File: src/design/ptc_pkg.sv
// ptc_pkg: register indices, field positions, reset values and state types
// for the programmable timer control block.
// assumes: nothing beyond a SystemVerilog compiler.
package ptc_pkg;
    // register indices; the APB byte address is four times the index
    localparam logic [15:0] IDX_OSC_SEL  = 16'hFF1A;
    localparam logic [15:0] IDX_PRIO     = 16'hFF21;
    localparam logic [15:0] IDX_EN03     = 16'hFF25;
    localparam logic [15:0] IDX_FLG03    = 16'hFF29;
    localparam logic [15:0] IDX_EN47     = 16'hFF2C;
    localparam logic [15:0] IDX_FLG47    = 16'hFF2E;
    localparam logic [15:0] IDX_CTL0     = 16'hFF30;
    localparam logic [15:0] IDX_CTL1     = 16'hFF31;

    // control register fields
    localparam int CTL_MODE16    = 7;
    localparam int CTL_FILT_EN   = 6;
    localparam int CTL_RSVD      = 4;
    localparam int CTL_CLK_OUT   = 3;
    localparam int CTL_RUN       = 2;
    localparam int CTL_PRESET    = 1;
    localparam int CTL_IN_SEL    = 0;
    localparam logic [7:0] CTL0_MASK = 8'hDD;
    localparam logic [7:0] CTL1_MASK = 8'h1D;

    // priority field: bit 3 high, bit 2 low
    localparam int PRIO_LO       = 2;

    // reset values
    localparam logic [7:0] RST_REG8  = 8'h00;
    localparam logic [1:0] RST_REG2  = 2'h0;

    // counter state
    typedef struct packed {
        logic [7:0] count;
        logic       unf;
        logic       cmp;
    } ptc_cnt_s;

    // apb phase of the slave
    typedef enum logic [0:0] {PTC_IDLE, PTC_ACCESS} ptc_phase_e;

    // whole state of the control block
    typedef struct packed {
        ptc_phase_e phase;
        logic [7:0] en03;
        logic [7:0] en47;
        logic [7:0] flg03;
        logic [7:0] flg47;
        logic [7:0] ctl0;
        logic [7:0] ctl1;
        logic [1:0] osc_sel;
        logic [1:0] prio;
        logic [31:0] prdata;
        logic       pready;
        logic       pslverr;
        logic       filt_lvl;
        logic       filt_prev;
        logic [3:0] filt_cnt;
        logic       ext0_prev;
        logic       ext1_prev;
        logic [1:0] tog;
        logic [1:0] clk_out;
        logic       irq;
    } ptc_state_s;
endpackage : ptc_pkg

File: src/design/ptc_ctrl.sv
// How it works
// - one compare-match interrupt enable per timer 0..3, odd bits, reset to off.
// - one underflow interrupt enable per timer 0..3, even bits, reset to off.
// - a second enable register holds the same pairs for timers 4..7.
// - a compare match of a timer sets its compare flag, read 1 means pending.
// - an underflow of a timer sets its underflow flag beside the compare flag.
// - writing 1 clears a flag, writing 0 leaves it, all flags reset to 0.
// - a second flag register holds timers 4..7 with the same behaviour.
// - the mode bit cascades timers 0 and 1 into one 16-bit timer when set.
// - the filter enable puts a noise rejector into the external clock 0 path.
// - each of timers 0 and 1 drives its output clock onto a pin when enabled.
// - the input select bit picks external clock when 1, internal when 0.
// - a per-timer source bit picks the first oscillator when 1, second when 0.
// - a two-bit priority field for the timer 0/1 pair, reset to 0.
// ptc_ctrl: APB slave holding the control, enable and flag registers of the
// programmable timers, plus timers 0 and 1 themselves.
// assumes: every input is synchronous to clk_sys; timers 2..7 report their
// events as one-cycle pulses; reload and compare data come from outside.
//
// The APB interface to the registers was left to the implementer.
`timescale 1ns/1ps
`default_nettype none
module ptc_ctrl #(
    parameter int ADDR_W = 18,
    parameter int NR_CYC = 4
) (
    input  wire logic              clk_sys,
    input  wire logic              rst_n,
    input  wire logic              psel,
    input  wire logic              penable,
    input  wire logic              pwrite,
    input  wire logic [ADDR_W-1:0] paddr,
    input  wire logic [31:0]       pwdata,
    output logic      [31:0]       prdata,
    output logic                   pready,
    output logic                   pslverr,
    input  wire logic              osc_a_tick,
    input  wire logic              osc_b_tick,
    input  wire logic              ext_clk0,
    input  wire logic              ext_clk1,
    input  wire logic [7:0]        reload_t0,
    input  wire logic [7:0]        reload_t1,
    input  wire logic [7:0]        compare_t0,
    input  wire logic [7:0]        compare_t1,
    input  wire logic [7:2]        cmp_evt_in,
    input  wire logic [7:2]        unf_evt_in,
    output logic                   clk_out_t0,
    output logic                   clk_out_t1,
    output logic [1:0]             prio_t01,
    output logic                   irq
);
    // elaboration-time limits
    if (ADDR_W < 18)
        $error("ADDR_W must reach the register indices");
    if (NR_CYC < 1 || NR_CYC > 15)
        $error("NR_CYC must lie in 1..15");

    ptc_pkg::ptc_state_s s_q;
    ptc_pkg::ptc_state_s s_d;

    logic [7:0]  count_t0;
    logic [7:0]  count_t1;
    logic        unf_t0;
    logic        unf_t1;
    logic        cmp_t0;
    logic        cmp_t1;
    logic        tick_t0;
    logic        tick_t1;
    logic        preset_t0;
    logic        preset_t1;
    logic        ext0_sel;
    logic        ext0_edge;
    logic        ext1_edge;
    logic        timer_zero_int;
    logic        timer_one_int;
    logic [15:0] idx;
    logic        wr_take;
    logic [7:0]  set03;
    logic [7:0]  set47;

    assign idx     = paddr[17:2];
    assign wr_take = psel && penable && s_q.pready && pwrite;

    // internal clock source per timer
    assign timer_zero_int = s_q.osc_sel[0] ? osc_a_tick : osc_b_tick;
    assign timer_one_int  = s_q.osc_sel[1] ? osc_a_tick : osc_b_tick;

    // external clock edges, clock 0 optionally through the rejector
    assign ext0_sel  = s_q.ctl0[ptc_pkg::CTL_FILT_EN];
    assign ext0_edge = ext0_sel ? (s_q.filt_lvl && !s_q.filt_prev)
                                : (ext_clk0 && !s_q.ext0_prev);
    assign ext1_edge = ext_clk1 && !s_q.ext1_prev;

    // count source and 16-bit cascade
    assign tick_t0 = s_q.ctl0[ptc_pkg::CTL_IN_SEL] ? ext0_edge : timer_zero_int;
    assign tick_t1 = s_q.ctl0[ptc_pkg::CTL_MODE16] ? unf_t0
                   : (s_q.ctl1[ptc_pkg::CTL_IN_SEL] ? ext1_edge : timer_one_int);

    // preset strobes, only on a written 1
    assign preset_t0 = wr_take && idx == ptc_pkg::IDX_CTL0
                       && pwdata[ptc_pkg::CTL_PRESET];
    assign preset_t1 = wr_take && idx == ptc_pkg::IDX_CTL1
                       && pwdata[ptc_pkg::CTL_PRESET];

    // flag set vectors, underflow in even bits
    assign set03 = {cmp_evt_in[3], unf_evt_in[3], cmp_evt_in[2], unf_evt_in[2],
                    cmp_t1, unf_t1, cmp_t0, unf_t0};
    assign set47 = {cmp_evt_in[7], unf_evt_in[7], cmp_evt_in[6], unf_evt_in[6],
                    cmp_evt_in[5], unf_evt_in[5], cmp_evt_in[4], unf_evt_in[4]};

    ptc_counter u_timer_zero (
        .clk_sys (clk_sys),
        .rst_n   (rst_n),
        .tick    (tick_t0),
        .run     (s_q.ctl0[ptc_pkg::CTL_RUN]),
        .preset  (preset_t0),
        .reload  (reload_t0),
        .compare (compare_t0),
        .count_q (count_t0),
        .unf_q   (unf_t0),
        .cmp_q   (cmp_t0)
    );

    ptc_counter u_timer_one (
        .clk_sys (clk_sys),
        .rst_n   (rst_n),
        .tick    (tick_t1),
        .run     (s_q.ctl1[ptc_pkg::CTL_RUN]),
        .preset  (preset_t1),
        .reload  (reload_t1),
        .compare (compare_t1),
        .count_q (count_t1),
        .unf_q   (unf_t1),
        .cmp_q   (cmp_t1)
    );

    // next state: bus slave, flags, filter, output clocks, interrupt
    always_comb
    begin
        s_d         = s_q;
        s_d.pready  = 1'b0;
        s_d.pslverr = 1'b0;
        s_d.ext0_prev = ext_clk0;
        s_d.ext1_prev = ext_clk1;
        s_d.filt_prev = s_q.filt_lvl;

        // noise rejector: level passes after NR_CYC stable cycles
        if (ext_clk0 == s_q.filt_lvl)
            s_d.filt_cnt = 4'h0;
        else if (s_q.filt_cnt == 4'(NR_CYC - 1))
        begin
            s_d.filt_lvl = ext_clk0;
            s_d.filt_cnt = 4'h0;
        end
        else
            s_d.filt_cnt = s_q.filt_cnt + 4'h1;

        // setup phase: decode and answer in the access phase
        case (s_q.phase)
            ptc_pkg::PTC_IDLE:
            begin
                if (psel && !penable)
                begin
                    s_d.phase  = ptc_pkg::PTC_ACCESS;
                    s_d.pready = 1'b1;
                    s_d.prdata = 32'h0000_0000;
                    case (idx)
                        ptc_pkg::IDX_OSC_SEL: s_d.prdata[1:0] = s_q.osc_sel;
                        ptc_pkg::IDX_PRIO:    s_d.prdata[3:2] = s_q.prio;
                        ptc_pkg::IDX_EN03:    s_d.prdata[7:0] = s_q.en03;
                        ptc_pkg::IDX_FLG03:   s_d.prdata[7:0] = s_q.flg03;
                        ptc_pkg::IDX_EN47:    s_d.prdata[7:0] = s_q.en47;
                        ptc_pkg::IDX_FLG47:   s_d.prdata[7:0] = s_q.flg47;
                        ptc_pkg::IDX_CTL0:    s_d.prdata[7:0] = s_q.ctl0;
                        ptc_pkg::IDX_CTL1:    s_d.prdata[7:0] = s_q.ctl1;
                        default:              s_d.pslverr = 1'b1;
                    endcase
                end
            end
            ptc_pkg::PTC_ACCESS:
            begin
                s_d.phase = ptc_pkg::PTC_IDLE;
            end
            default:
            begin
                s_d.phase = ptc_pkg::PTC_IDLE;
            end
        endcase

        // register writes taken at the access edge
        if (wr_take)
        begin
            case (idx)
                ptc_pkg::IDX_OSC_SEL: s_d.osc_sel = pwdata[1:0];
                ptc_pkg::IDX_PRIO:    s_d.prio = pwdata[3:2];
                ptc_pkg::IDX_EN03:    s_d.en03 = pwdata[7:0];
                ptc_pkg::IDX_EN47:    s_d.en47 = pwdata[7:0];
                ptc_pkg::IDX_CTL0:    s_d.ctl0 = pwdata[7:0] & ptc_pkg::CTL0_MASK;
                ptc_pkg::IDX_CTL1:    s_d.ctl1 = pwdata[7:0] & ptc_pkg::CTL1_MASK;
                default:              s_d.ctl0 = s_q.ctl0;
            endcase
        end

        // write-one-to-clear, a set in the same cycle wins
        s_d.flg03 = s_q.flg03;
        s_d.flg47 = s_q.flg47;
        if (wr_take && idx == ptc_pkg::IDX_FLG03)
            s_d.flg03 = s_q.flg03 & ~pwdata[7:0];
        if (wr_take && idx == ptc_pkg::IDX_FLG47)
            s_d.flg47 = s_q.flg47 & ~pwdata[7:0];
        s_d.flg03 = s_d.flg03 | set03;
        s_d.flg47 = s_d.flg47 | set47;

        // output clocks toggle on underflow, pins gated by the enables
        if (unf_t0)
            s_d.tog[0] = ~s_q.tog[0];
        if (unf_t1)
            s_d.tog[1] = ~s_q.tog[1];
        s_d.clk_out[0] = s_q.tog[0] && s_q.ctl0[ptc_pkg::CTL_CLK_OUT];
        s_d.clk_out[1] = s_q.tog[1] && s_q.ctl1[ptc_pkg::CTL_CLK_OUT];

        // interrupt level from enabled pending flags
        s_d.irq = |(s_q.flg03 & s_q.en03) || |(s_q.flg47 & s_q.en47);
    end

    // state register, all fields clear at reset
    always_ff @(posedge clk_sys)
    begin
        if (!rst_n)
        begin
            s_q         <= '0;
            s_q.phase   <= ptc_pkg::PTC_IDLE;
            s_q.en03    <= ptc_pkg::RST_REG8;
            s_q.en47    <= ptc_pkg::RST_REG8;
            s_q.flg03   <= ptc_pkg::RST_REG8;
            s_q.flg47   <= ptc_pkg::RST_REG8;
            s_q.ctl0    <= ptc_pkg::RST_REG8;
            s_q.ctl1    <= ptc_pkg::RST_REG8;
            s_q.osc_sel <= ptc_pkg::RST_REG2;
            s_q.prio    <= ptc_pkg::RST_REG2;
        end
        else
            s_q <= s_d;
    end

    assign prdata     = s_q.prdata;
    assign pready     = s_q.pready;
    assign pslverr    = s_q.pslverr;
    assign clk_out_t0 = s_q.clk_out[0];
    assign clk_out_t1 = s_q.clk_out[1];
    assign prio_t01   = s_q.prio;
    assign irq        = s_q.irq;

    // checks
    chk_cmp_flag_set : assert property (@(posedge clk_sys) disable iff (!rst_n)
        cmp_t0 |=> s_q.flg03[1])
        else $error("compare flag not set");
    chk_unf_flag_set : assert property (@(posedge clk_sys) disable iff (!rst_n)
        unf_evt_in[7] |=> s_q.flg47[6])
        else $error("underflow flag not set");
    chk_w1c_clear : assert property (@(posedge clk_sys) disable iff (!rst_n)
        (wr_take && idx == ptc_pkg::IDX_FLG03 && pwdata[2] && !unf_t1)
        |=> !s_q.flg03[2])
        else $error("flag not cleared by write one");
    chk_w0_keeps : assert property (@(posedge clk_sys) disable iff (!rst_n)
        (wr_take && idx == ptc_pkg::IDX_FLG03 && !pwdata[5] && s_q.flg03[5])
        |=> s_q.flg03[5])
        else $error("flag lost on write zero");
    chk_irq_level : assert property (@(posedge clk_sys) disable iff (!rst_n)
        (s_q.flg03[0] && s_q.en03[0]) |=> irq)
        else $error("enabled flag gave no interrupt");
    chk_preset_reads0 : assert property (@(posedge clk_sys) disable iff (!rst_n)
        (pready && !pslverr && !pwrite && idx == ptc_pkg::IDX_CTL1)
        |-> !prdata[ptc_pkg::CTL_PRESET])
        else $error("preset bit read as one");
    chk_cascade : assert property (@(posedge clk_sys) disable iff (!rst_n)
        (s_q.ctl0[ptc_pkg::CTL_MODE16] && !unf_t0 && !preset_t1)
        |=> $stable(count_t1))
        else $error("timer one moved without a timer zero underflow");
    chk_clk_out_off : assert property (@(posedge clk_sys) disable iff (!rst_n)
        !s_q.ctl0[ptc_pkg::CTL_CLK_OUT] |=> !clk_out_t0)
        else $error("clock output while disabled");
    chk_ext_select : assert property (@(posedge clk_sys) disable iff (!rst_n)
        (!s_q.ctl0[ptc_pkg::CTL_IN_SEL] && !timer_zero_int && !preset_t0)
        |=> $stable(count_t0))
        else $error("timer zero moved without an internal tick");
    chk_setup_ready : assert property (@(posedge clk_sys) disable iff (!rst_n)
        (psel && !penable && s_q.phase == ptc_pkg::PTC_IDLE) |=> pready ##1 !pready)
        else $error("apb answer not one cycle");

    cov_cmp_irq   : cover property (@(posedge clk_sys) disable iff (!rst_n) cmp_t0 ##2 irq);
    cov_mode16    : cover property (@(posedge clk_sys) disable iff (!rst_n)
        s_q.ctl0[ptc_pkg::CTL_MODE16] && unf_t1);
    cov_filtered  : cover property (@(posedge clk_sys) disable iff (!rst_n) ext0_sel && ext0_edge);
    cov_unmapped  : cover property (@(posedge clk_sys) disable iff (!rst_n) pready && pslverr);
endmodule : ptc_ctrl
`default_nettype wire

File: src/design/ptc_counter.sv
// ptc_counter: one 8-bit down counter with reload, compare and underflow.
// assumes: tick is a one-cycle enable in the clk_sys domain.
`timescale 1ns/1ps
`default_nettype none
module ptc_counter (
    input  wire logic       clk_sys,
    input  wire logic       rst_n,
    input  wire logic       tick,
    input  wire logic       run,
    input  wire logic       preset,
    input  wire logic [7:0] reload,
    input  wire logic [7:0] compare,
    output logic      [7:0] count_q,
    output logic            unf_q,
    output logic            cmp_q
);
    ptc_pkg::ptc_cnt_s s_q;
    ptc_pkg::ptc_cnt_s s_d;

    // count down on tick while running, reload on underflow or preset
    always_comb
    begin
        s_d     = s_q;
        s_d.unf = 1'b0;
        s_d.cmp = 1'b0;
        if (preset)
        begin
            s_d.count = reload;
        end
        else if (tick && run)
        begin
            if (s_q.count == 8'h00)
            begin
                s_d.count = reload;
                s_d.unf   = 1'b1;
            end
            else
            begin
                s_d.count = s_q.count - 8'h01;
            end
            s_d.cmp = (s_q.count == compare);
        end
    end

    // state register
    always_ff @(posedge clk_sys)
    begin
        if (!rst_n)
            s_q <= '0;
        else
            s_q <= s_d;
    end

    assign count_q = s_q.count;
    assign unf_q   = s_q.unf;
    assign cmp_q   = s_q.cmp;

    // a stopped counter holds its value unless preset
    chk_stop_holds : assert property (@(posedge clk_sys) disable iff (!rst_n)
        (!run && !preset) |=> $stable(count_q))
        else $error("counter moved while stopped");
endmodule : ptc_counter
`default_nettype wire

File: config.mk
export PLATFORM = sky130hd
export DESIGN_NAME = ptc_ctrl
export DESIGN_NICKNAME = d
export VERILOG_FILES = /design/src/design/ptc_pkg.sv /design/src/design/ptc_ctrl.sv /design/src/design/ptc_counter.sv
export SDC_FILE = /design/constraint.sdc
export NUM_CORES = 1
export LEC_CHECK = 0
export BUFFER_PORTS_ARGS = -buffer_cell sky130_fd_sc_hd__buf_2
export CAP_MARGIN = 20
export CORE_MARGIN = 4
export CORE_UTILIZATION = 53
export CTS_CLUSTER_SIZE = 25
export DETAILED_ROUTE_END_ITERATION = 10
export GPL_TIMING_DRIVEN = 0
export PLACE_DENSITY = 0.82
export SLEW_MARGIN = 10
export SYNTH_ARGS = -nofsm -noshare
export SYNTH_HDL_FRONTEND = slang
export SYNTH_SLANG_ARGS = --single-unit
File: constraint.sdc
create_clock -name clk_sys -period 3.15 [get_ports clk_sys]
set_clock_uncertainty 0.2 [all_clocks]
set_input_delay 0.1575 -clock clk_sys [delete_from_list [all_inputs] [get_ports clk_sys]]
set_output_delay 0.1575 -clock clk_sys [all_outputs]
set_load 0.005 [all_outputs]
==> summary.txt, run 1 <==
Outcome
  • Status: completed

Cells and area
  • Number of nets in the layout: approximately 870
  • Fill cell total of the finished layout: about 690
  • Antenna diode count: 0
  • Commonest non-fill, non-tap cell in the layout: sky130_fd_sc_hd__buf_2
  • Layout area overhead: 28.3%
  • Post-Route Utilization: a little under three quarters
  • Share of cells above drive strength 1: roughly a quarter
  • Most frequent cells in the layout: sky130_fd_sc_hd__buf_2 (98), sky130_fd_sc_hd__dfxtp_1 (89), sky130_fd_sc_hd__dlygate4sd3_1 (50)
  • Final std cells w/o fill: just under 900

Clock tree
  • Maximum buffer depth of the clock tree: 2
  • Number of buffers inserted during clock tree synthesis: 9
  • Post-CTS setup buffers: 0
  • CTS tree: yes
  • Clock Root Buffer: sky130_fd_sc_hd__clkbuf_8
  • Clock Sink Count: between 80 and 90
  • Worst skew pair latency: between 0.3 and 0.4 ns
  • Clock-pin slew reported for the worst setup and hold paths after clock tree synthesis: ~0.1 ns
  • H-Tree Depth: 3

Place
  • Port bufs: 90
  • Number of cells in the design after placement: 810
  • Half-perimeter wire length after placement: ~11000 um
  • GPL Wtd Cong: 0.996

Synth
  • Leading post-synthesis cells by cell area: sky130_fd_sc_hd__dfxtp_1 (36%), sky130_fd_sc_hd__buf_4 (5.2%), sky130_fd_sc_hd__nand3_1 (4.1%)
  • FF+latch count, synth: 89
  • Area share of the largest cell type after synthesis: approximately 36%
  • Compound-gate portion of the synthesized area: between 20% and 30%
  • XOR/XNOR share of the synthesized area: approximately 4.6%
  • Yosys synthesis warning count: 0
  • Share of async-settable or async-resettable flops after synthesis: 0%
  • Syn Area/Cell: between 8 and 9 um2
  • Sequential-to-total area share from yosys stat: a little over a third
  • Basic-gate share of the synthesized area counting and, or, nand and nor cells: about a quarter
  • Main flop type after synthesis: sky130_fd_sc_hd__dfxtp_1
  • Synth cell types: 74
  • Combinational family with the most area after synthesis: simple AND/OR/NAND/NOR gates
  • Netlist Area Pre-Place: about 0.0049 mm2
  • Post-synthesis mux area share: approximately 4.2%
  • Largest area contributor in the netlist: sky130_fd_sc_hd__dfxtp_1
  • Arithmetic-cell share of the synthesized area counting full adders, half adders and majority gates: between 1 and 1.5%
  • Post-Synthesis Cells: 589
  • Number of flops mapped to enable cells by yosys: 0

Power
  • Logic gate share of total power: around 12%
  • Net switching fraction of the power: between 20% and 30%
  • Sequential share of power: 50.3%
  • Net Sw Power: roughly 610 uW
  • Leak Pwr: ~0.0025 uW
  • Worst supply voltage drop on vdd: between 0.0002 and 0.0003 V
  • Clock network fraction of design power: between 30 and 40%
  • Power per standard cell area: around 360 mW/mm2
  • Internal portion of total power: 1680 uW

Routing
  • Via Count: approximately 5300
  • Remaining DRCs: 0
  • Vias per inst: between 5 and 6
  • Initial DRT Pass Iterations: 5
  • Number of DRC violations after detailed-routing iteration 0: 455
  • Wire length reported by the detailed router: 15800 um
  • Antenna-violating nets left: 0
  • Routed WL per cell: about 18 um

Floorplan
  • DIE WIDTH: roughly 100 um
  • # IOs: around 140
  • Floorplan die area: 0.0109 mm2
  • Vert. Die Dim: 104 um
  • Core footprint: 0.00889 mm2
  • Starting utilization of the core area: a little under three fifths
  • Number of rows created at floorplan: 34

Worst setup path
  • Critical path capture point type: flip-flop
  • Worst endpoint data arrival time: roughly 3.1 ns
  • Reg2reg path depth: 6
  • Required arrival time at the worst endpoint: ~3.2 ns
  • Worst Setup Start Kind: flip-flop
  • Crit Path Max Fanout: 8
  • CP Class: reg2reg

Timing
  • Pins over their slew limit: 0
  • Post-layout minimum cycle time: about 3.0 ns
  • Final Hold Violating Endpoints: 0
  • Fin crit share: 96.3%
  • Number of failing setup endpoints in the final timing report: 0
  • Actual slew at the worst max-slew pin: between 1 and 1.5 ns
  • Fmax: roughly 0.33 GHz
  • Setup TNS after final layout: 0 ns
  • WHS: between 0.02 and 0.025 ns
  • Slew Limit Headroom: 26.6%

Flow run
  • Max-cap check violation count: 0

Global route
  • First-pass GRT wire length: 25800 um
  • Antenna violations before repair: 0
  • Number of global-route vias before repair: just over 5000
  • Maximum number of pins on one net before global-route repair: 17
  • Global-route congestion overflow total: 0
  • Overall track demand over capacity in global routing: slightly below 30%

Min path
  • Worst hold path depth: 4
  • Path type of the worst min-delay path: in2reg
-- flip-flops by register name (all words and copies together) (netlist names), 2 cells and up --
name,count
prio_t01,2
s_q,53
u_timer_one.count_q,8
u_timer_zero.count_q,8
prdata,8
-- kinds of logic (layout without fill, tap and decap cells) --
logic type               after synthesis  in the layout
buffers and inverters                 87            244
multiplexers                          20             20
flip-flops                            89             89
other                                  1             24
adder cells (fa/ha/maj)                4              4
AND/OR/NAND/NOR                      216            216
AO/OA/AOI/OAI                        146            146
XOR/XNOR                              26             26
-- metrics by stage --
stage	setup WS [ns]	total power, uW	area, um2
2_1_floorplan	0.801	1300	5020
3_3_place_gp	0.441	1390	5610
3_5_place_dp	0.438	1400	5610
4_1_cts	0.0178	2290	6320
5_1_grt	-0.0417	2360	6330
6_report	0.116	2290	6330
-- worst max-delay path, cell delays in order (launching register included) --
cell,delay (ns)
sky130_fd_sc_hd__dfxtp_1,0.39
sky130_fd_sc_hd__nand4_1,0.31
sky130_fd_sc_hd__nor4_2,0.69
sky130_fd_sc_hd__and3_1,0.23
sky130_fd_sc_hd__clkbuf_1,0.37
sky130_fd_sc_hd__a31oi_1,0.16
sky130_fd_sc_hd__dlygate4sd3_1,0.58
-- power by group through the flow --
stage          Combinational (uW)  Sequential [uW]  Clock, uW
4_1_cts                       268             1150        870
5_1_grt                       298             1150        909
2_1_floorplan                 122             1170          0
3_5_place_dp                  223             1180          0
6_report                      276             1150        861
3_3_place_gp                  217             1180          0
-- synth_stat cells (3+ instances only) --
cell type                  count
sky130_fd_sc_hd__or3_1         8
sky130_fd_sc_hd__mux2_2        5
sky130_fd_sc_hd__buf_2         7
sky130_fd_sc_hd__ha_1          4
sky130_fd_sc_hd__nor2_1       36
sky130_fd_sc_hd__a22o_1        3
sky130_fd_sc_hd__o21ai_0      30
sky130_fd_sc_hd__or4_1         4
sky130_fd_sc_hd__a211oi_1      5
sky130_fd_sc_hd__nand2_1      45
sky130_fd_sc_hd__nor3b_1       3
sky130_fd_sc_hd__clkbuf_1     24
sky130_fd_sc_hd__and2_1        6
sky130_fd_sc_hd__and3_1        5
sky130_fd_sc_hd__mux2i_1      15
sky130_fd_sc_hd__nand3b_1      3
sky130_fd_sc_hd__o21a_1        8
sky130_fd_sc_hd__buf_4        34
sky130_fd_sc_hd__nor2b_1       6
sky130_fd_sc_hd__a31oi_1      12
sky130_fd_sc_hd__or4b_2        4
sky130_fd_sc_hd__a222oi_1      3
sky130_fd_sc_hd__or2_2         4
sky130_fd_sc_hd__a32oi_1       3
sky130_fd_sc_hd__nor3_1       13
sky130_fd_sc_hd__or3b_2        3
sky130_fd_sc_hd__a21oi_1      33
sky130_fd_sc_hd__inv_1        17
sky130_fd_sc_hd__dfxtp_1      89
sky130_fd_sc_hd__xor2_1        5
sky130_fd_sc_hd__a22oi_1       7
sky130_fd_sc_hd__nand4_1      10
sky130_fd_sc_hd__xnor2_1      21
sky130_fd_sc_hd__a221oi_1      8
sky130_fd_sc_hd__nand3_1      40
sky130_fd_sc_hd__o221a_2       3
sky130_fd_sc_hd__o211ai_1      3
sky130_fd_sc_hd__nor4_1        8
sky130_fd_sc_hd__a21boi_0     10
-- layer usage --
metal / track usage (%) / wire length (um)
met5: 0 / 0
met4: 12.6 / 578
met3: 5.15 / 1520
met2: 46.6 / 7200
met1: 38.2 / 6510
-- final timing paths --
| path | start | to | slack, ns |
|---|---|---|---|
| setup reg to reg | s_q[99]$_SDFF_PP0_ | s_q[71]$_SDFF_PN0_ | 0.12 |
| setup / recovery | s_q[99]$_SDFF_PP0_ | s_q[71]$_SDFF_PN0_ | 0.12 |
| hold reg to reg | s_q[7]$_SDFF_PP0_ | s_q[7]$_SDFF_PP0_ | 0.26 |
| hold / removal | paddr[4] | prio_t01[1]$_SDFFE_PN0P_ | 0.02 |
-- layout make-up --
cell class,instances,area (um2),area share [%]
Buffer,69,412,6.50
Clock buffer,10,138,2.17
Inverter,18,67.6,1.07
Timing Repair Buffer,141,956,15.1
Tap cell,108,135,2.14
Sequential cell,89,1780,28.2
Clock inverter,6,73.8,1.17
Multi-Input combinational cell,436,2770,43.7
-- what timing repair did --
action | 4_1_cts | 5_1_grt
setup endpoints to repair | 0 | 5
hold buffers | 50 | 0
resized for setup | 0 | 1
endpoints found under the hold margin | 64 | 0
Note: power is estimated with default switching activity, not from simulation.
==> run 2: changes to the inputs <==
CORE_UTILIZATION = 30   (was 53)
PLACE_DENSITY = 0.52   (was 0.82)
==> run 2 against run 1 <==
Compared with the run above:
- utilization shrank 30 points
- routed wire length grew 5.5%
- power up 14%
- critical path type is now in2reg
- first-iteration DRC count is 12% lower
- cell area is 4.2% higher
- largest cell class unchanged
- clock-buffer cell count is 1 higher
==> summary.txt, run 2 (synthesized netlist as in run 1, its figures left out) <==
Outcome
  • Status: completed

Routing
  • Wire length reported by the detailed router: around 17000 um
  • Initial DRT Pass Iterations: 6
  • Via Count: 5019
  • Remaining DRCs: 0
  • Number of DRC violations after detailed-routing iteration 0: around 400
  • Antenna-violating nets left: 0
  • Routed WL per cell: approximately 17 um
  • Vias per inst: 5.09

Place
  • Port bufs: 90
  • Cell area reported after detailed placement: between 0.005 and 0.006 mm2
  • Half-perimeter wire length after placement: about 13000 um
  • GPL Wtd Cong: roughly 0.92

Timing
  • Pins over their slew limit: 0
  • Fin crit share: between 90% and 100%
  • Slew Limit Headroom: 27.5%
  • Post-layout minimum cycle time: around 2.9 ns
  • RSZ-0062 raised after global routing: no
  • Setup TNS after final layout: 0 ns
  • Actual slew at the worst max-slew pin: roughly 1.1 ns
  • Number of failing setup endpoints in the final timing report: 0
  • Fmax: between 0.3 and 0.4 GHz
  • Final Hold Violating Endpoints: 0

Power
  • Net Sw Power: 610 uW
  • Logic gate share of total power: 10.7%
  • Net switching fraction of the power: between 20% and 30%
  • Internal portion of total power: 2000 uW
  • Leak Pwr: ~0.0026 uW
  • Worst supply voltage drop on vdd: between 0.0002 and 0.00025 V
  • Clock network fraction of design power: between 40% and 50%
  • Power per standard cell area: between 300 and 400 mW/mm2
  • Sequential share of power: 44.2%

Global route
  • Overall track demand over capacity in global routing: 17.7%
  • Antenna violations before repair: 0
  • Number of global-route vias before repair: 4869
  • Global-route congestion overflow total: 0
  • First-pass GRT wire length: 25800 um
  • Maximum number of pins on one net before global-route repair: 15

Worst setup path
  • CP peak stage delay: 0.61 ns
  • Startpoint of the most critical register-to-register path: s_q[99]$_SDFF_PP0_
  • Worst endpoint data arrival time: 2.95 ns
  • Required arrival time at the worst endpoint: between 3 and 4 ns
  • Slowest stage cell on the critical path: sky130_fd_sc_hd__nor4_2
  • Ordered cell list for the critical path: dlygate4sd3_1 -> buf_2 -> nand4_1 -> nor4_2 -> and3_1 -> clkbuf_1 -> a31oi_1 -> dlygate4sd3_1
  • Dominant cell type by count on the critical path: sky130_fd_sc_hd__dlygate4sd3_1
  • Crit Path Max Fanout: 8
  • CP startpoint: penable
  • Worst Setup Start Kind: input pin
  • Critical path capture point type: flip-flop
  • CP Class: in2reg

Clock tree
  • Clock Root Buffer: sky130_fd_sc_hd__clkbuf_16
  • Worst skew pair latency: 0.34 ns
  • H-Tree Depth: 3
  • Clock-pin slew reported for the worst setup and hold paths after clock tree synthesis: ~0.07 ns
  • Maximum buffer depth of the clock tree: 2
  • Number of buffers inserted during clock tree synthesis: 9
  • Clock Sink Count: a little under 90
  • CTS tree: yes

Min path
  • Path type of the worst min-delay path: in2reg
  • Startpoint of the lowest-slack hold path: paddr[4]

Cells and area
  • Share of cells above drive strength 1: between 20% and 30%
  • Post-route cell area: ~0.0066 mm2
  • Commonest non-fill, non-tap cell in the layout: sky130_fd_sc_hd__buf_2
  • Most frequent cells in the layout: sky130_fd_sc_hd__buf_2 (98), sky130_fd_sc_hd__dfxtp_1 (89), sky130_fd_sc_hd__dlygate4sd3_1 (52)
  • Antenna diode count: 0
  • Register with the highest flop count: s_q
  • Layout area overhead: 33.7%
  • Number of nets in the layout: between 800 and 900
  • Max reg flops: 53
  • Fill cell total of the finished layout: ~1700

Floorplan
  • Vert. Die Dim: ~140 um
  • Number of rows created at floorplan: 46
  • # IOs: roughly 140
  • Core footprint: 0.0160 mm2
  • Floorplan die area: 0.0186 mm2
  • Starting utilization of the core area: a little under a third
  • DIE WIDTH: approximately 140 um

Flow run
  • Max-cap check violation count: 0
-- run 2: cell types whose count changed in the layout (fill, tap and decap cells not counted), moves of 2 or more --
cell	change
sky130_fd_sc_hd__clkbuf_16	+9
sky130_fd_sc_hd__clkbuf_8	-9
sky130_fd_sc_hd__clkinv_2	+2
sky130_fd_sc_hd__clkinvlp_4	-2
sky130_fd_sc_hd__dlygate4sd3_1	+2
sky130_fd_sc_hd__inv_6	-2
-- run 2: metrics by stage --
step | hold WS [ns] | std cells | utilization [%] | power (uW) | worst slack [ns]
final | 0.0379 | 987 | 41.2 | 2610 | 0.226
after global routing | 0.0814 | 987 | 41.2 | 2690 | 0.0445
after CTS | 0.0260 | 987 | 41.2 | 2620 | 0.0325
after detailed placement | 0.173 | 919 | 35.9 | 1410 | 0.181
after global placement | 0.171 | 918 | 35.9 | 1400 | 0.181
after floorplan | 0.0584 | 612 | - | 1300 | 0.801
-- run 2: power groups by stage --
| stage | registers, uW | clock network, uW | logic (uW) |
|---|---|---|---|
| after floorplan | 1170 | 0 | 122 |
| after global placement | 1180 | 0 | 223 |
| after detailed placement | 1180 | 0 | 227 |
| after CTS | 1150 | 1190 | 277 |
| after global routing | 1150 | 1230 | 304 |
| final | 1150 | 1180 | 279 |
-- run 2: worst max-delay path, delay by kind of cell --
family | cells | cell delay [ns]
AND/OR/NAND/NOR | 3 | 1.11
AO/OA/AOI/OAI | 1 | 0.13
buffers and inverters | 4 | 1.53
-- run 2: layout make-up --
cell class / instances / area (um2) / area share, %
multi-input cells: 436 / 2770 / 41.9
flip-flops and latches: 89 / 1780 / 27.0
repair buffers: 143 / 976 / 14.8
plain buffers: 69 / 412 / 6.24
well taps: 216 / 270 / 4.10
clock buffers: 11 / 243 / 3.68
clock inverters: 5 / 78.8 / 1.20
inverters: 18 / 67.6 / 1.02
-- run 2: final timing paths --
kind | end | slack (ns) | depth (start not counted)
max reg2reg | s_q[72]$_SDFF_PN0_ | 0.30 | 6
max | s_q[72]$_SDFF_PN0_ | 0.23 | 8
min reg2reg | s_q[7]$_SDFF_PP0_ | 0.25 | 1
min | prio_t01[0]$_SDFFE_PN0P_ | 0.04 | 4
-- run 2: repair_timing --
| item | 4_1_cts | 5_1_grt |
|---|---|---|
| hold buffers | 52 | 0 |
| hold endpoints to repair | 61 | 0 |
| gates resized for setup | 0 | 1 |
| setup buffers | 0 | 0 |
| setup endpoints to repair | 0 | 8 |
-- run 2: layer usage --
layer,track usage (%),up-vias,routed length [um]
met4,7.11,0,488
met3,3.85,29,1230
met1,23.4,2344,7430
met2,28.2,191,7540
li1,-,2455,-
met5,0,-,0
==> run 3: changes to the inputs <==
SYNTH_HIERARCHICAL = 1   (was unset)
==> run 3 against run 2 <==
Compared with the run above:
- setup slack lost 0.16 ns
- cell area up 2.5%
- global-route usage decreased by 2.1 points
- utilization down 0.44 points
- largest cell class unchanged
- area after synthesis grew 2.8%
- clock-buffer cell count fell by 2
- critical path depth up 1
- cell count decreased by 2.7%
- highest routed layer is now met5
- hold slack got worse by 0.017 ns
==> summary.txt, run 3 <==
Min path
  • Startpoint of the lowest-slack hold path: rst_n
  • Endpoint of the worst hold-timing path: u_timer_zero/count_q[0]$_SDFFE_PN0P_
  • Worst hold path depth: 2
  • Path type of the worst min-delay path: in2reg

Routing
  • Initial DRT Pass Iterations: 5
  • Vias per inst: 4.88
  • Remaining DRCs: 0
  • Wire length reported by the detailed router: 15200 um
  • Antenna-violating nets left: 0
  • Number of DRC violations after detailed-routing iteration 0: 245
  • Via Count: around 4700
  • Routed WL per cell: approximately 16 um

Clock tree
  • Post-CTS setup buffers: 0
  • Worst skew pair latency: roughly 0.35 ns
  • H-Tree Depth: 3
  • Number of buffers inserted during clock tree synthesis: 9
  • Maximum buffer depth of the clock tree: 2
  • Clock-pin slew reported for the worst setup and hold paths after clock tree synthesis: about 0.06 ns
  • CTS tree: yes
  • Clock Sink Count: a little under 90
  • Clock Root Buffer: sky130_fd_sc_hd__clkbuf_16

Timing
  • Final WS setup: about 0.065 ns
  • Fin crit share: 97.9%
  • Final Hold Violating Endpoints: 0
  • Number of failing setup endpoints in the final timing report: 0
  • Pins over their slew limit: 0
  • RSZ-0062 raised after global routing: no
  • Actual slew at the worst max-slew pin: approximately 1.1 ns
  • Post-layout minimum cycle time: roughly 3.1 ns
  • Slew Limit Headroom: between 20% and 30%
  • Fmax: 0.324 GHz

Worst setup path
  • CP Class: in2reg
  • FF-to-FF End: u_timer_zero/cmp_q$_SDFF_PP0_
  • Critical path capture point type: flip-flop
  • Reg2reg path depth: 8
  • Flop2flop setup slack: around 0.28 ns
  • Worst Setup Start Kind: input pin
  • Required arrival time at the worst endpoint: 3.18 ns
  • Startpoint of the most critical register-to-register path: s_q[99]$_SDFF_PP0_
  • Worst endpoint data arrival time: 3.11 ns
  • Crit Path Max Fanout: 9

Flow run
  • Max-cap check violation count: 0

Global route
  • Antenna violations before repair: 2
  • Global-route congestion overflow total: 0
  • First-pass GRT wire length: roughly 25000 um
  • Number of global-route vias before repair: 4658
  • Maximum number of pins on one net before global-route repair: 15
  • Overall track demand over capacity in global routing: roughly 16%

Cells and area
  • Layout area overhead: 33.3%
  • Number of nets in the layout: between 800 and 900
  • Most frequent cells in the layout: sky130_fd_sc_hd__buf_2 (95), sky130_fd_sc_hd__dfxtp_1 (89), sky130_fd_sc_hd__dlygate4sd3_1 (53)
  • Antenna diode count: 0
  • Post-Route Utilization: 40.8%
  • Fill cell total of the finished layout: between 1500 and 2000
  • Commonest non-fill, non-tap cell in the layout: sky130_fd_sc_hd__buf_2
  • Max reg flops: 53
  • Share of cells above drive strength 1: between 20 and 25%
  • Register with the highest flop count: s_q

Synth
  • Most common library cells after synthesis: sky130_fd_sc_hd__dfxtp_1 (89), sky130_fd_sc_hd__nand2_1 (47), sky130_fd_sc_hd__mux2i_1 (35)
  • Most frequent cell after synthesis: sky130_fd_sc_hd__dfxtp_1
  • Main flop type after synthesis: sky130_fd_sc_hd__dfxtp_1
  • Number of flops mapped to enable cells by yosys: 0
  • FF+latch count, synth: a little under 90
  • Netlist Area Pre-Place: 0.00507 mm2
  • Yosys synthesis warning count: 6
  • Post-Synthesis Cells: around 560
  • Synth cell types: 64
  • Area share of the largest cell type after synthesis: between 30% and 40%
  • Syn Area/Cell: ~9 um2
  • Sequential-to-total area share from yosys stat: about a third
  • Share of async-settable or async-resettable flops after synthesis: 0%
  • Leading post-synthesis cells by cell area: sky130_fd_sc_hd__dfxtp_1 (35%), sky130_fd_sc_hd__mux2i_1 (6.9%), sky130_fd_sc_hd__buf_4 (5.0%)
  • Largest area contributor in the netlist: sky130_fd_sc_hd__dfxtp_1

Power
  • Worst supply voltage drop on vdd: between 0.0002 and 0.0003 V
  • Power, Total: 2650 uW
  • Power per standard cell area: roughly 390 mW/mm2
  • Leak Pwr: between 0.002 and 0.003 uW

Floorplan
  • # IOs: about 140
  • Vert. Die Dim: 138 um
  • Number of rows created at floorplan: between 40 and 50
  • Floorplan die area: around 0.019 mm2
  • DIE WIDTH: 138 um
  • Core footprint: 0.0166 mm2
  • Starting utilization of the core area: 30.6%

Place
  • Setup Slack @ Placement: -0.0285 ns
  • Half-perimeter wire length after placement: 11200 um
  • GPL Wtd Cong: between 0.8 and 0.9
  • Port bufs: 90

Outcome
  • Status: completed
[run 3: layout make-up]
class	count	area [um2]	area share, %
buffer	59	369	5.46
clock buffer	9	225	3.33
clock inverter	6	108	1.59
inverter	19	71.3	1.05
multi-input combinational	414	2950	43.6
sequential	89	1780	26.4
tap	220	275	4.07
timing repair buffer	144	986	14.6
[run 3: critical path: stages]
cell and delay, ns:
sky130_fd_sc_hd__buf_2 0.14, sky130_fd_sc_hd__or4b_4 0.61, sky130_fd_sc_hd__nor4_4 0.56, sky130_fd_sc_hd__and3_1 0.26, sky130_fd_sc_hd__buf_2 0.21, sky130_fd_sc_hd__or3_1 0.13
sky130_fd_sc_hd__clkbuf_1 0.33, sky130_fd_sc_hd__nor3_1 0.13, sky130_fd_sc_hd__dlygate4sd3_1 0.58
[run 3: cells by family (layout without fill, tap and decap cells)]
group | after synthesis | count (layout) | share of synthesized area, %
and+or+nand+nor | 179 | 179 | 22.7
DFF | 89 | 89 | 35.1
AOI/OAI and AO/OA | 133 | 133 | 18.1
buffers and inverters | 78 | 237 | 8.68
adders and majority gates | 5 | 5 | 1.23
muxes | 47 | 47 | 9.57
other | 1 | 24 | 0.0739
xor gates and xnor gates | 26 | 26 | 4.49
[run 3: repair_timing]
action                                  in CTS  in global routing
hold buffers                                53                  0
endpoints found under the hold margin       50                  0
endpoints found under the setup margin       0                  1
resized for setup                            0                  1
[run 3: metal layers]
metal / wire, um / GRT usage, % / vias to the layer above
li1: - / - / 2316
met1: 7030 / 20.8 / 2180
met2: 7060 / 24.9 / 164
met3: 823 / 3.83 / 23
met4: 224 / 5.51 / 4
met5: 31 / 0 / -
[run 3: report_power, final]
part / internal, uW / total (uW) / switching [uW]
logic: 150 / 269 / 119
registers: 1140 / 1160 / 13.4
clock network: 768 / 1220 / 453
total: 2060 / 2650 / 585
[run 3: per-stage QoR]
stage | TNS (ns) | hold WS (ns) | instances | area, um2
floorplan | 0 | 0.0584 | 581 | 5160
global placement | 0 | 0.169 | 891 | 5890
CTS | 0 | 0.0132 | 960 | 6750
finish | 0 | 0.0212 | 960 | 6760
detailed placement | -0.0620 | 0.176 | 892 | 5890
global route | 0 | 0.0145 | 960 | 6760
[run 3: worst max-delay path by stage]
stage / cells past startpoint / start / endpoint / slack [ns]
floorplan: 7 / paddr[4] / u_timer_one/count_q[6]$_SDFFE_PN0P_ / 0.79
global placement: 8 / paddr[4] / u_timer_one/count_q[5]$_SDFFE_PN0P_ / 0.03
detailed placement: 8 / paddr[4] / u_timer_one/count_q[6]$_SDFFE_PN0P_ / -0.03
CTS: 9 / paddr[4] / u_timer_zero/cmp_q$_SDFF_PP0_ / 0.12
global route: 9 / paddr[4] / u_timer_zero/cmp_q$_SDFF_PP0_ / 0.01
finish: 9 / paddr[4] / u_timer_zero/cmp_q$_SDFF_PP0_ / 0.07
